## src/design/irq_pkg.sv

```systemverilog
// package: register map, field layout and timing for the irq/wake block
package irq_pkg;
   localparam int unsigned CLK_HZ    = 10_000_000;
   localparam int unsigned POWERUP_DELAY_TIMER_MS   = 72;
   localparam int unsigned POWERUP_DELAY_TIMER_CYC  = POWERUP_DELAY_TIMER_MS * (CLK_HZ / 1000);
   localparam int unsigned OST_CYC   = 1024;
   localparam int unsigned IRQ_DELAY = 2;

   localparam logic [2:0] ADDR_CTRL   = 3'h0;
   localparam logic [2:0] ADDR_OPTION = 3'h1;
   localparam logic [2:0] ADDR_EECTRL = 3'h2;
   localparam logic [2:0] ADDR_STATUS = 3'h3;

   localparam int B_GLOBAL_EN = 7;
   localparam int B_EDGE_SEL  = 6;
   localparam int B_EE_FLAG   = 4;

   localparam int SRC_PC  = 0;
   localparam int SRC_EXT = 1;
   localparam int SRC_OVF = 2;
   localparam int SRC_EE  = 3;
   localparam int NUM_SRC = 4;

   localparam logic [7:0]  OPTION_RST   = 8'hff;
   localparam logic [3:0]  FLAG_RST_CLR = 4'h6;
   localparam logic [12:0] VECTOR_ADDR  = 13'h0004;

   typedef struct packed {
      logic ee;
      logic ovf;
      logic ext;
      logic pc;
   } src_vec_s;

   typedef struct packed {
      logic wdt_expiry;
      logic sleep_entered;
   } reset_cause_s;

   function automatic logic any_src(input logic [3:0] f,
                                    input logic [3:0] e);
      return |(f & e);
   endfunction
endpackage

```

## src/design/irq_event_detect.sv

```systemverilog
// source event detection: pin edge, port change, timer rollover
module irq_event_detect
   import irq_pkg::*;
#(
   parameter int unsigned NIB_W = 4
)(
   // clock and reset
   input  wire logic             core_clk_i,
   input  wire logic             resetn_i,
   // sources
   input  wire logic             edge_sel_i,
   input  wire logic             ext_irq_pin_i,
   input  wire logic [NIB_W-1:0] upper_nibble_port_i,
   input  wire logic [7:0]       timer_zero_count_i,
   input  wire logic             ee_write_done_i,
   // one-cycle events
   output src_vec_s              events_o
);
   logic             primed;
   logic             pin_q;
   logic [NIB_W-1:0] port_q;
   logic [7:0]       cnt_q;
   wire              rise = ext_irq_pin_i & ~pin_q;
   wire              fall = ~ext_irq_pin_i & pin_q;

   always_ff @(posedge core_clk_i or negedge resetn_i) begin
      if (!resetn_i) begin
         primed <= 1'b0;
         pin_q  <= 1'b0;
         port_q <= '0;
         cnt_q  <= 8'h00;
      end else begin
         primed <= 1'b1;
         pin_q  <= ext_irq_pin_i;
         port_q <= upper_nibble_port_i;
         cnt_q  <= timer_zero_count_i;
      end
   end

   assign events_o.ext = primed & (edge_sel_i ? rise : fall);
   assign events_o.pc  = primed & (upper_nibble_port_i != port_q);
   assign events_o.ovf = primed & (cnt_q == 8'hff)
                         & (timer_zero_count_i == 8'h00);
   assign events_o.ee  = ee_write_done_i;
endmodule

```

## src/design/startup_timer.sv

```systemverilog
// start-up delay sequencer: power-up delay, then oscillator start-up (skipped in rc mode)
module startup_timer
   import irq_pkg::*;
#(
   parameter int unsigned POWERUP_DELAY_TIMER_CYCLES = POWERUP_DELAY_TIMER_CYC,
   parameter int unsigned OST_CYCLES  = OST_CYC,
   parameter int unsigned CNT_W       = 20
)(
   // clock and reset
   input  wire logic core_clk_i,
   input  wire logic resetn_i,
   // triggers and straps
   input  wire logic por_start_i,
   input  wire logic wake_i,
   input  wire logic powerup_delay_timer_en_i,
   input  wire logic rc_mode_i,
   // status
   output logic      busy_o
);
   typedef enum logic [1:0] {ST_IDLE, ST_POWERUP_DELAY_TIMER, ST_OST} state_e;

   localparam logic [CNT_W-1:0] POWERUP_DELAY_TIMER_LAST = CNT_W'(POWERUP_DELAY_TIMER_CYCLES - 1);
   localparam logic [CNT_W-1:0] OST_LAST  = CNT_W'(OST_CYCLES - 1);

   state_e           state;
   state_e           next_state;
   logic [CNT_W-1:0] cnt;
   logic [CNT_W-1:0] next_cnt;
   logic             rc_mode;

   always_comb begin
      next_state = state;
      next_cnt   = cnt + 1'b1;
      unique case (state)
         ST_IDLE: begin
            next_cnt = '0;
            if (por_start_i && powerup_delay_timer_en_i) begin
               next_state = ST_POWERUP_DELAY_TIMER;
            end else if (por_start_i && !rc_mode_i) begin
               next_state = ST_OST;
            end else if (wake_i && !rc_mode) begin
               next_state = ST_OST;
            end
         end
         ST_POWERUP_DELAY_TIMER: begin
            if (cnt == POWERUP_DELAY_TIMER_LAST) begin
               next_cnt   = '0;
               next_state = rc_mode ? ST_IDLE : ST_OST;
            end
         end
         ST_OST: begin
            if (cnt == OST_LAST) begin
               next_state = ST_IDLE;
            end
         end
      endcase
   end

   always_ff @(posedge core_clk_i or negedge resetn_i) begin
      if (!resetn_i) begin
         state   <= ST_IDLE;
         cnt     <= '0;
         rc_mode <= 1'b0;
      end else begin
         state   <= next_state;
         cnt     <= next_cnt;
         rc_mode <= por_start_i ? rc_mode_i : rc_mode;
      end
   end

   assign busy_o = (state != ST_IDLE);
endmodule

```

## src/design/irq_wake_reset_status.sv

```systemverilog
// interrupt controller with reset cause, sleep and wake control
//
// Our own choices: the address-and-strobe port and the register offsets.
module irq_wake_reset_status
   import irq_pkg::*;
#(
   parameter int unsigned POWERUP_DELAY_TIMER_CYCLES = POWERUP_DELAY_TIMER_CYC,
   parameter int unsigned OST_CYCLES  = OST_CYC
)(
   // clock and reset
   input  wire logic        core_clk_i,
   input  wire logic        resetn_i,
   // register port
   input  wire logic [2:0]  addr_i,
   input  wire logic [7:0]  wr_data_i,
   input  wire logic        wr_i,
   input  wire logic        rd_i,
   output logic      [7:0]  rd_data_o,
   // configuration straps
   input  wire logic        cfg_powerup_delay_timer_en_i,
   input  wire logic        cfg_rc_mode_i,
   // reset pin and watchdog
   input  wire logic        ext_reset_n_i,
   input  wire logic        watchdog_timeout_i,
   // interrupt sources
   input  wire logic        ext_irq_pin_i,
   input  wire logic [3:0]  upper_nibble_port_i,
   input  wire logic [7:0]  timer_zero_count_i,
   input  wire logic        ee_write_done_i,
   // core operations
   input  wire logic        return_from_irq_op_i,
   input  wire logic        sleep_op_i,
   input  wire logic        watchdog_clear_op_i,
   // core control
   output logic             core_hold_o,
   output logic             core_run_o,
   output logic             asleep_o,
   output logic             vector_take_o,
   output logic      [12:0] vector_addr_o,
   output logic             watchdog_clear_o,
   output reset_cause_s     cause_o
);
   src_vec_s     events;
   logic [3:0]   flags;
   logic [3:0]   next_flag;
   logic [3:0]   en;
   logic         global_irq_enable;
   logic         next_gie;
   logic [7:0]   option;
   reset_cause_s cause;
   reset_cause_s next_cause;
   logic         asleep;
   logic         next_asleep;
   logic         core_hold;
   logic         por_start;
   logic         por_phase;
   logic         tmr_busy;
   logic [1:0]   lat_cnt;
   logic         vector_take;
   logic [12:0]  vector_addr;
   logic         wdt_clear;
   logic         core_run;
   logic [7:0]   rd_data;
   logic         wake_now;
   logic [10:0]  wake_wait;

   irq_event_detect #(
      .NIB_W (4)
   ) u_events (
      .core_clk_i          (core_clk_i),
      .resetn_i            (resetn_i),
      .edge_sel_i          (option[B_EDGE_SEL]),
      .ext_irq_pin_i       (ext_irq_pin_i),
      .upper_nibble_port_i (upper_nibble_port_i),
      .timer_zero_count_i  (timer_zero_count_i),
      .ee_write_done_i     (ee_write_done_i),
      .events_o            (events)
   );

   startup_timer #(
      .POWERUP_DELAY_TIMER_CYCLES (POWERUP_DELAY_TIMER_CYCLES),
      .OST_CYCLES  (OST_CYCLES),
      .CNT_W       (20)
   ) u_startup (
      .core_clk_i  (core_clk_i),
      .resetn_i    (resetn_i),
      .por_start_i (por_start),
      .wake_i      (wake_now),
      .powerup_delay_timer_en_i   (cfg_powerup_delay_timer_en_i),
      .rc_mode_i   (cfg_rc_mode_i),
      .busy_o      (tmr_busy)
   );

   // decode
   wire wr_ctrl  = wr_i & (addr_i == ADDR_CTRL);
   wire wr_opt   = wr_i & (addr_i == ADDR_OPTION);
   wire wr_ee    = wr_i & (addr_i == ADDR_EECTRL);
   wire running  = ~core_hold & ~asleep & ~tmr_busy;
   wire wdt_rst  = watchdog_timeout_i & running;
   wire other_rst = ~ext_reset_n_i | wdt_rst;
   wire pending  = any_src(flags, en);
   wire req      = global_irq_enable & pending & running;
   wire take_now = req & (lat_cnt == 2'(IRQ_DELAY - 1));
   // no-op when global off and pending
   wire sleep_do = sleep_op_i & running & ~(~global_irq_enable & pending);
   wire wake_cond = asleep & (pending | watchdog_timeout_i);
   assign wake_now = wake_cond & ext_reset_n_i & ~core_hold;
   wire [3:0] flag_we = {wr_ee, wr_ctrl, wr_ctrl, wr_ctrl};
   wire [3:0] flag_wd = {wr_data_i[B_EE_FLAG], wr_data_i[2:0]};

   genvar g;
   generate
      for (g = 0; g < NUM_SRC; g++) begin : g_flag
         assign next_flag[g] = (other_rst & FLAG_RST_CLR[g]) ? 1'b0 :
                               events[g] |
                               (flag_we[g] ? flag_wd[g] : flags[g]);
         always_ff @(posedge core_clk_i or negedge resetn_i) begin
            if (!resetn_i) begin
               flags[g] <= 1'b0;
            end else begin
               flags[g] <= next_flag[g];
            end
         end
      end
   endgenerate

   assign next_gie = other_rst ? 1'b0 :
                     take_now ? 1'b0 :
                     wr_ctrl ? wr_data_i[B_GLOBAL_EN] :
                     (return_from_irq_op_i & running) ? 1'b1 : global_irq_enable;

   assign next_asleep = ~ext_reset_n_i ? asleep :
                        core_hold ? 1'b0 :
                        sleep_do ? 1'b1 :
                        wake_cond ? 1'b0 : asleep;

   always_comb begin
      next_cause = cause;
      if (!ext_reset_n_i) begin
         next_cause = '{wdt_expiry: 1'b1, sleep_entered: ~asleep};
      end else if (watchdog_timeout_i && asleep) begin
         next_cause = '{wdt_expiry: 1'b0, sleep_entered: 1'b0};
      end else if (wdt_rst) begin
         next_cause = '{wdt_expiry: 1'b0, sleep_entered: 1'b1};
      end else if (sleep_do) begin
         next_cause = '{wdt_expiry: 1'b1, sleep_entered: 1'b0};
      end else if (watchdog_clear_op_i && running) begin
         next_cause = '{wdt_expiry: 1'b1, sleep_entered: 1'b1};
      end
   end

   wire [7:0] rd_mux =
      (addr_i == ADDR_CTRL)   ? {global_irq_enable, en, flags[2:0]} :
      (addr_i == ADDR_OPTION) ? option :
      (addr_i == ADDR_EECTRL) ? {3'h0, flags[SRC_EE], 4'h0} :
      (addr_i == ADDR_STATUS) ? {6'h00, cause} : 8'h00;

   always_ff @(posedge core_clk_i or negedge resetn_i) begin
      if (!resetn_i) begin
         en    <= 4'h0;
         global_irq_enable   <= 1'b0;
         option <= OPTION_RST;
         cause <= '{wdt_expiry: 1'b1, sleep_entered: 1'b1};
         asleep <= 1'b0;
      end else begin
         en    <= other_rst ? 4'h0 : (wr_ctrl ? wr_data_i[6:3] : en);
         global_irq_enable   <= next_gie;
         option <= other_rst ? OPTION_RST :
                   (wr_opt ? wr_data_i : option);
         cause <= next_cause;
         asleep <= next_asleep;
      end
   end

   always_ff @(posedge core_clk_i or negedge resetn_i) begin
      if (!resetn_i) begin
         por_start <= 1'b1;
         por_phase <= 1'b1;
         core_hold <= 1'b1;
      end else begin
         por_start <= 1'b0;
         por_phase <= por_phase & (por_start | tmr_busy);
         core_hold <= (por_phase & (por_start | tmr_busy)) |
                      other_rst;
      end
   end

   always_ff @(posedge core_clk_i or negedge resetn_i) begin
      if (!resetn_i) begin
         lat_cnt     <= 2'h0;
         vector_take <= 1'b0;
         vector_addr <= 13'h0000;
      end else begin
         lat_cnt     <= (req & ~take_now) ? lat_cnt + 2'h1 : 2'h0;
         vector_take <= take_now;
         vector_addr <= take_now ? VECTOR_ADDR : vector_addr;
      end
   end

   always_ff @(posedge core_clk_i or negedge resetn_i) begin
      if (!resetn_i) begin
         wdt_clear <= 1'b0;
         core_run  <= 1'b0;
         rd_data   <= 8'h00;
      end else begin
         wdt_clear <= sleep_do | (watchdog_clear_op_i & running);
         core_run  <= running;
         rd_data   <= rd_i ? rd_mux : 8'h00;
      end
   end

   assign rd_data_o        = rd_data;
   assign core_hold_o      = core_hold;
   assign core_run_o       = core_run;
   assign asleep_o         = asleep;
   assign vector_take_o    = vector_take;
   assign vector_addr_o    = vector_addr;
   assign watchdog_clear_o = wdt_clear;
   assign cause_o          = cause;

   // helper: cycles from a wake to the end of its delay
   always_ff @(posedge core_clk_i or negedge resetn_i) begin
      if (!resetn_i) begin
         wake_wait <= 11'h000;
      end else if (wake_now) begin
         wake_wait <= 11'h001;
      end else if (wake_wait != 11'h000 && tmr_busy) begin
         wake_wait <= wake_wait + 11'h001;
      end else begin
         wake_wait <= 11'h000;
      end
   end
endmodule

```

## config.mk

```make
export PLATFORM = sky130hd
export DESIGN_NAME = irq_wake_reset_status
export DESIGN_NICKNAME = d
export VERILOG_FILES = /design/src/design/irq_pkg.sv /design/src/design/irq_event_detect.sv /design/src/design/startup_timer.sv /design/src/design/irq_wake_reset_status.sv
export SDC_FILE = /design/constraint.sdc
export NUM_CORES = 1
export LEC_CHECK = 0
export ABC_AREA = 1
export BUFFER_PORTS_ARGS = -buffer_cell sky130_fd_sc_hd__buf_2
export CAP_MARGIN = 10
export CORE_MARGIN = 2
export CORE_UTILIZATION = 55
export DETAILED_ROUTE_END_ITERATION = 7
export PLACE_DENSITY = 0.82
export RECOVER_POWER = 100
export SLEW_MARGIN = 5
export SYNTH_ARGS = -nofsm -noshare
export SYNTH_HDL_FRONTEND = slang
export SYNTH_SLANG_ARGS = --single-unit
export TNS_END_PERCENT = 20
```

## constraint.sdc

```tcl
create_clock -name core_clk_i -period 2.23 [get_ports core_clk_i]
set_input_delay 0.446 -clock core_clk_i [delete_from_list [all_inputs] [get_ports core_clk_i]]
set_output_delay 0.446 -clock core_clk_i [all_outputs]
set_load 0.03 [all_outputs]
```

# Word level (Yosys, flattened, before mapping)
# Index checks and enable logic that the tools add are counted.
# W data, S select, Z words.
# totals
output_inout_bits,28
in_bits,36
elab_cells,142
register_bits,74
# op_classes
n_mux,38
add_sub_neg,2
reduce_logical,18
bitwise,44
eq_ne,14
# op_table
operator,count
$mux W8,5
$pmux W20 S2,1
$mux W2,13
$and A1 B1 Y1,25
$add A20 B1 Y20 const B,1
$eq A20 B10 Y1 const B,1
$eq A20 B20 Y1 const B,1
$mux W20,1
$mux W1,14
$not A1 Y1,9
$or A1 B1 Y1,9
$eq A8 B8 Y1 const B,1
$logic_not A8 Y1,1
$mux W4,2
$eq A3 B2 Y1 const B,2
$pmux W2 S3,1
$reduce_bool A2 Y1,3
$logic_and A1 B1 Y1,5
$mux W5,1
$ne A5 B1 Y1 const B,1
$and A4 B4 Y4,1
$eq A2 B1 Y1 const B,2
$ne A2 B1 Y1 const B,2
$ne A4 B1 Y1 const B,1
other kinds (12),13

# Depth between registers and ports, before layout
# logic_depth
ltp_word,11
depth_mapped,9
mapped_depth_nobuf,9

# Cells and area by module
# From an unflattened synthesis, not the netlist that was laid out.
# unflattened
cells_unflattened,443
area_unflattened_um2,3691.0
# modules_own_cells
module,cells_per_inst,area_each_um2,n_inst,seq_area_each_um2
irq_wake_reset_status,212,1798.0,1,942.2
startup_timer,173,1352.5,1,575.6
irq_event_detect,58,540.5,1,350.3

# Least setup slack after synthesis
# OpenSTA, ideal clock, no wires.
# synth_path
kind,register -> register
from,register core_hold (netlist: core_hold_o)
to,register vector_addr[2] (netlist: vector_addr_o[2])
arrival_time_ns,1.317
synth_period_minus_slack_ns,1.444
path_slack_ns,0.786
t_required_ns,2.103
setup_time_ns,0.127
path_stages_with_launch,9
path_buffers,0
path_cell_list,dfstp_2 -> nor2_1 -> nand2_1 -> inv_1 -> nand2_1 -> nor2_1 -> nand2_1 -> inv_1 -> or2_2
# synth_between
elab_chain_len,5
# synth_rtl
item,line,rtl
start: declaration,irq_wake_reset_status.sv:54,logic core_hold;
start signal: assignment,irq_wake_reset_status.sv:183,core_hold <= (por_phase & (por_start | tmr_busy)) |
$not A1 Y1,irq_wake_reset_status.sv:98,wire running = ~core_hold & ~asleep & ~tmr_busy;
$and A1 B1 Y1 (2 in a row),irq_wake_reset_status.sv:98,
via running,irq_wake_reset_status.sv:98,
$and A1 B1 Y1,irq_wake_reset_status.sv:102,wire req = global_irq_enable & pending & running;
$and A1 B1 Y1,irq_wake_reset_status.sv:103,wire take_now = req & (lat_cnt == 2'(IRQ_DELAY - 1));
via take_now,irq_wake_reset_status.sv:103,
end signal: assignment,irq_wake_reset_status.sv:196,vector_addr <= take_now ? VECTOR_ADDR : vector_addr;
end: declaration,irq_wake_reset_status.sv:60,logic [12:0] vector_addr;
# The timed path passes the listed nets, and every way through them passes these cells.
# A chain may end at the register's enable or synchronous reset.

# Worst setup path in the final report
# layout_path
from,register u_startup.cnt[0]
to,register u_startup.cnt[10]
# layout_between
elab_chain_len,3
elab_cells_between_ends,4
cone_classes,add/sub: 1; eq/ne: 1; mux: 2
# layout_rtl
item,line,rtl
start: declaration,startup_timer.sv:27,logic [CNT_W-1:0] cnt;
start signal: assignment,startup_timer.sv:66,cnt <= next_cnt;
$add A20 B1 Y20 or $eq A20 B20 Y1 (tied branches),"startup_timer.sv:33, startup_timer.sv:46",
$mux W20,startup_timer.sv:46,if (cnt == POWERUP_DELAY_TIMER_LAST) begin
$pmux W20 S2 *,startup_timer.sv:34,unique case (state)
via u_startup.next_cnt[10],startup_timer.sv:28,logic [CNT_W-1:0] next_cnt;
# Mark *: on every way through the listed nets, which the timed path passes. The rest lies on a longest branch.

==> flow_summary.json <==
{
  "io_buffers": 51,
  "skew_ns": 0.0101,
  "netlist_area_um2": 3580,
  "die_h_um": 84.7,
  "relSlewSlack_pct": 2.47,
  "yosysTopAreaCell": "dfrtp_1",
  "topRoutingLayerUsed": "met4",
  "syn_to_final_growth_pct": 13.0,
  "final-hold-violation-count": 0,
  "synth_xor_area_share_pct": 2.93,
  "grt_pass1_wl_um": 12200,
  "post-route-min-period_ns": 1.83,
  "cp-start-kind": "register",
  "holdPathStages": 1,
  "power.total_mw": 3.34,
  "grtUsageTotal_pct": 21.2,
  "maxCapViolations": 0,
  "layout_commonest_cell": "nand2_1",
  "async_flop_share_pct": 100,
  "diodes": 0,
  "wl_met1_um": 3030,
  "p_leak_nw": 2.02,
  "cp.required_ns": 2.46,
  "cts_tree": "yes",
  "final_nets": 525,
  "num_vias": 2943,
  "hp-class": "in2reg",
  "drt_iter0_drc": 169,
  "drcViolationCount": 0,
  "synthMuxAreaShare_pct": 0,
  "synthTopCellsByArea": "dfrtp_1 (43%), nand2_1 (9.8%), dfstp_2 (9.5%), nor2_1 (5.7%), inv_1 (5.1%)",
  "worstMarginPinSlew_ns": 1.46,
  "fmax_mhz": 547,
  "core_region_area_um2": 6310,
  "place_hpwl_um": 5310,
  "status": "finished, final reports clean",
  "cts_resized": 0,
  "wl_met2_um": 3590,
  "antenna_found_initial": 0,
  "min_from": "timer_zero_count_i[6]",
  "r2r_start": "u_startup.cnt[0]$_DFF_PN0_",
  "hold_end": "u_events.cnt_q[6]$_DFF_PN0_",
  "rsz0062_at_grt": "no",
  "yosysSeqAreaShare_pct": 52.1,
  "synth_top_family_by_area": "simple AND/OR/NAND/NOR gates",
  "numClockSinks": 74,
  "via_per_inst": 5.20,
  "ys_warn_count": 0,
  "critPathMaxFanout": 12,
  "grt_max_degree": 29,
  "die-area_um2": 7180,
  "start_util_pct": 56.8,
  "post-cts-setup-buffer-count": 0,
  "crit_type": "reg2reg",
  "final_cell_mix": "nand2_1 (96), dfrtp_1 (61), nor2_1 (56), inv_1 (51), clkbuf_1 (30)",
  "cts_buffer_depth": 2,
  "layout-drive-gt1-share_pct": 12.7,
  "synth-simple-area-share_pct": 26.6,
  "synth_ff_type": "dfrtp_1",
  "yosys.area_share.adder_pct": 1.75,
  "timing.rr.end": "u_startup.cnt[10]$_DFF_PN0_",
  "dr_wl_met3_um": 501,
  "setup_viol": 0,
  "grt_pass1_vias": 2733,
  "slew_viol_final": 0,
  "first_pass_iters": 4,
  "vdd_drop_max_mv": 0.593,
  "clock-root-buffer": "clkbuf_8",
  "reg2reg_slack_ns": 0.40,
  "fp-row-count": 29,
  "clkLatencyLatePin_ns": 0.35,
  "htreeDepth": 3,
  "drtAntennaViolNets": 0,
  "clk_pin_slew_worst_paths_ns": 0.08,
  "synth_edf_count": 0,
  "powerDensity_nw_per_um2": 825,
  "synth_seq_cells": 74,
  "avgSynthCellArea_um2": 8.49,
  "cts_hold_buf": 0,
  "wirelength_um": 7280,
  "synth_cells": 422,
  "finalCritPeriodShare_pct": 81.9,
  "gp_congestion": 0.884,
  "arrival_ns": 2.06,
  "end_kind": "register",
  "numCtsBuffers": 9,
  "synth-compound-area-share_pct": 8.03,
  "ios": 64,
  "overflow": 0,
  "synth_top_area_share_pct": 42.6,
  "die_w_um": 84.7,
  "wl_per_cell_um": 12.9,
  "worst-r2r-cell-count": 6,
  "synth.distinct_cells": 35,
  "tns_ns": 0
}
==> power breakdown <==
group          total [mW]  leakage (nW)  switching [mW]  internal [mW]
Combinational       0.645         0.981           0.463          0.182
Sequential           1.55         0.932          0.0831           1.47
Clock                1.15         0.103           0.514          0.632
==> layout make-up <==
cell class                 instances  area (um^2)
fill                             537         2260
inverter                          51          191
tap                               77         96.3
multi-input combinational        295         1430
timing repair buffer              53          244
clock buffer                      10          128
sequential                        74         1870
clock inverter                     6         88.8
==> worst max-delay path by stage <==
stage                                   start                           end  slack [ns]  cells past startpoint
2_1_floorplan           core_hold_o$_DFF_PN1_  vector_addr_o[2]$_DFFE_PN0P_        0.79                      8
3_3_place_gp                        addr_i[2]         option[2]$_DFFE_PN1P_        0.56                      7
3_5_place_dp                        addr_i[2]         option[2]$_DFFE_PN1P_        0.51                      7
4_1_cts        u_startup.state[0]$_DFFE_PN0P_         option[1]$_DFFE_PN1P_        0.54                      8
5_1_grt                              resetn_i    u_startup.cnt[7]$_DFF_PN0_        0.22                      2
6_report           u_startup.cnt[0]$_DFF_PN0_   u_startup.cnt[10]$_DFF_PN0_        0.40                      6
==> cell families after synthesis <==
logic type / count (synthesis)
other: 2
and+or+nand+nor: 211
AOI/OAI and AO/OA: 53
adders and majority gates: 5
DFF: 74
buffers and inverters: 65
xor gates and xnor gates: 12
==> registers in the layout, indices dropped and copies added (netlist names), 4 cells and up <==
| register | count |
|---|---|
| en | 4 |
| u_events.port_q | 4 |
| option | 8 |
| u_events.cnt_q | 8 |
| flags | 4 |
| rd_data_o | 8 |
| u_startup.cnt | 20 |
==> cell usage after synthesis (6+ instances only) <==
cell,instances
nand4_1,6
dfrtp_1,61
nand3_1,28
nand2_1,94
dfstp_2,13
a21oi_1,21
o21ai_0,24
xor2_1,7
inv_1,49
nor3_1,9
buf_4,12
nor2_1,54
==> per-layer routing <==
layer | track usage, % | vias to the layer above
met5 | 0 | -
met4 | 8.37 | 0
met3 | 5.11 | 20
met2 | 34.9 | 108
met1 | 27.2 | 1369
li1 | - | 1446
==> worst max-delay path: stages (launching register included) <==
cell     delay, ns
dfrtp_1       0.39
ha_1          0.22
nand2_1       0.10
nor3_1        0.43
nand4_4       0.22
nand2_2       0.27
nor2_1        0.09
==> per-stage QoR <==
step           instances  util (%)  hold slack [ns]  cell area [um^2]  setup slack [ns]
2_1_floorplan        434         -            0.150              3630             0.786
3_3_place_gp         550      62.0            0.419              3910             0.561
3_5_place_dp         550      62.0            0.425              3910             0.510
4_1_cts              566      65.4            0.135              4130             0.541
5_1_grt              566      64.1            0.207              4050             0.217
6_report             566      64.1            0.223              4050             0.403
(Power assumes the default switching activity.)
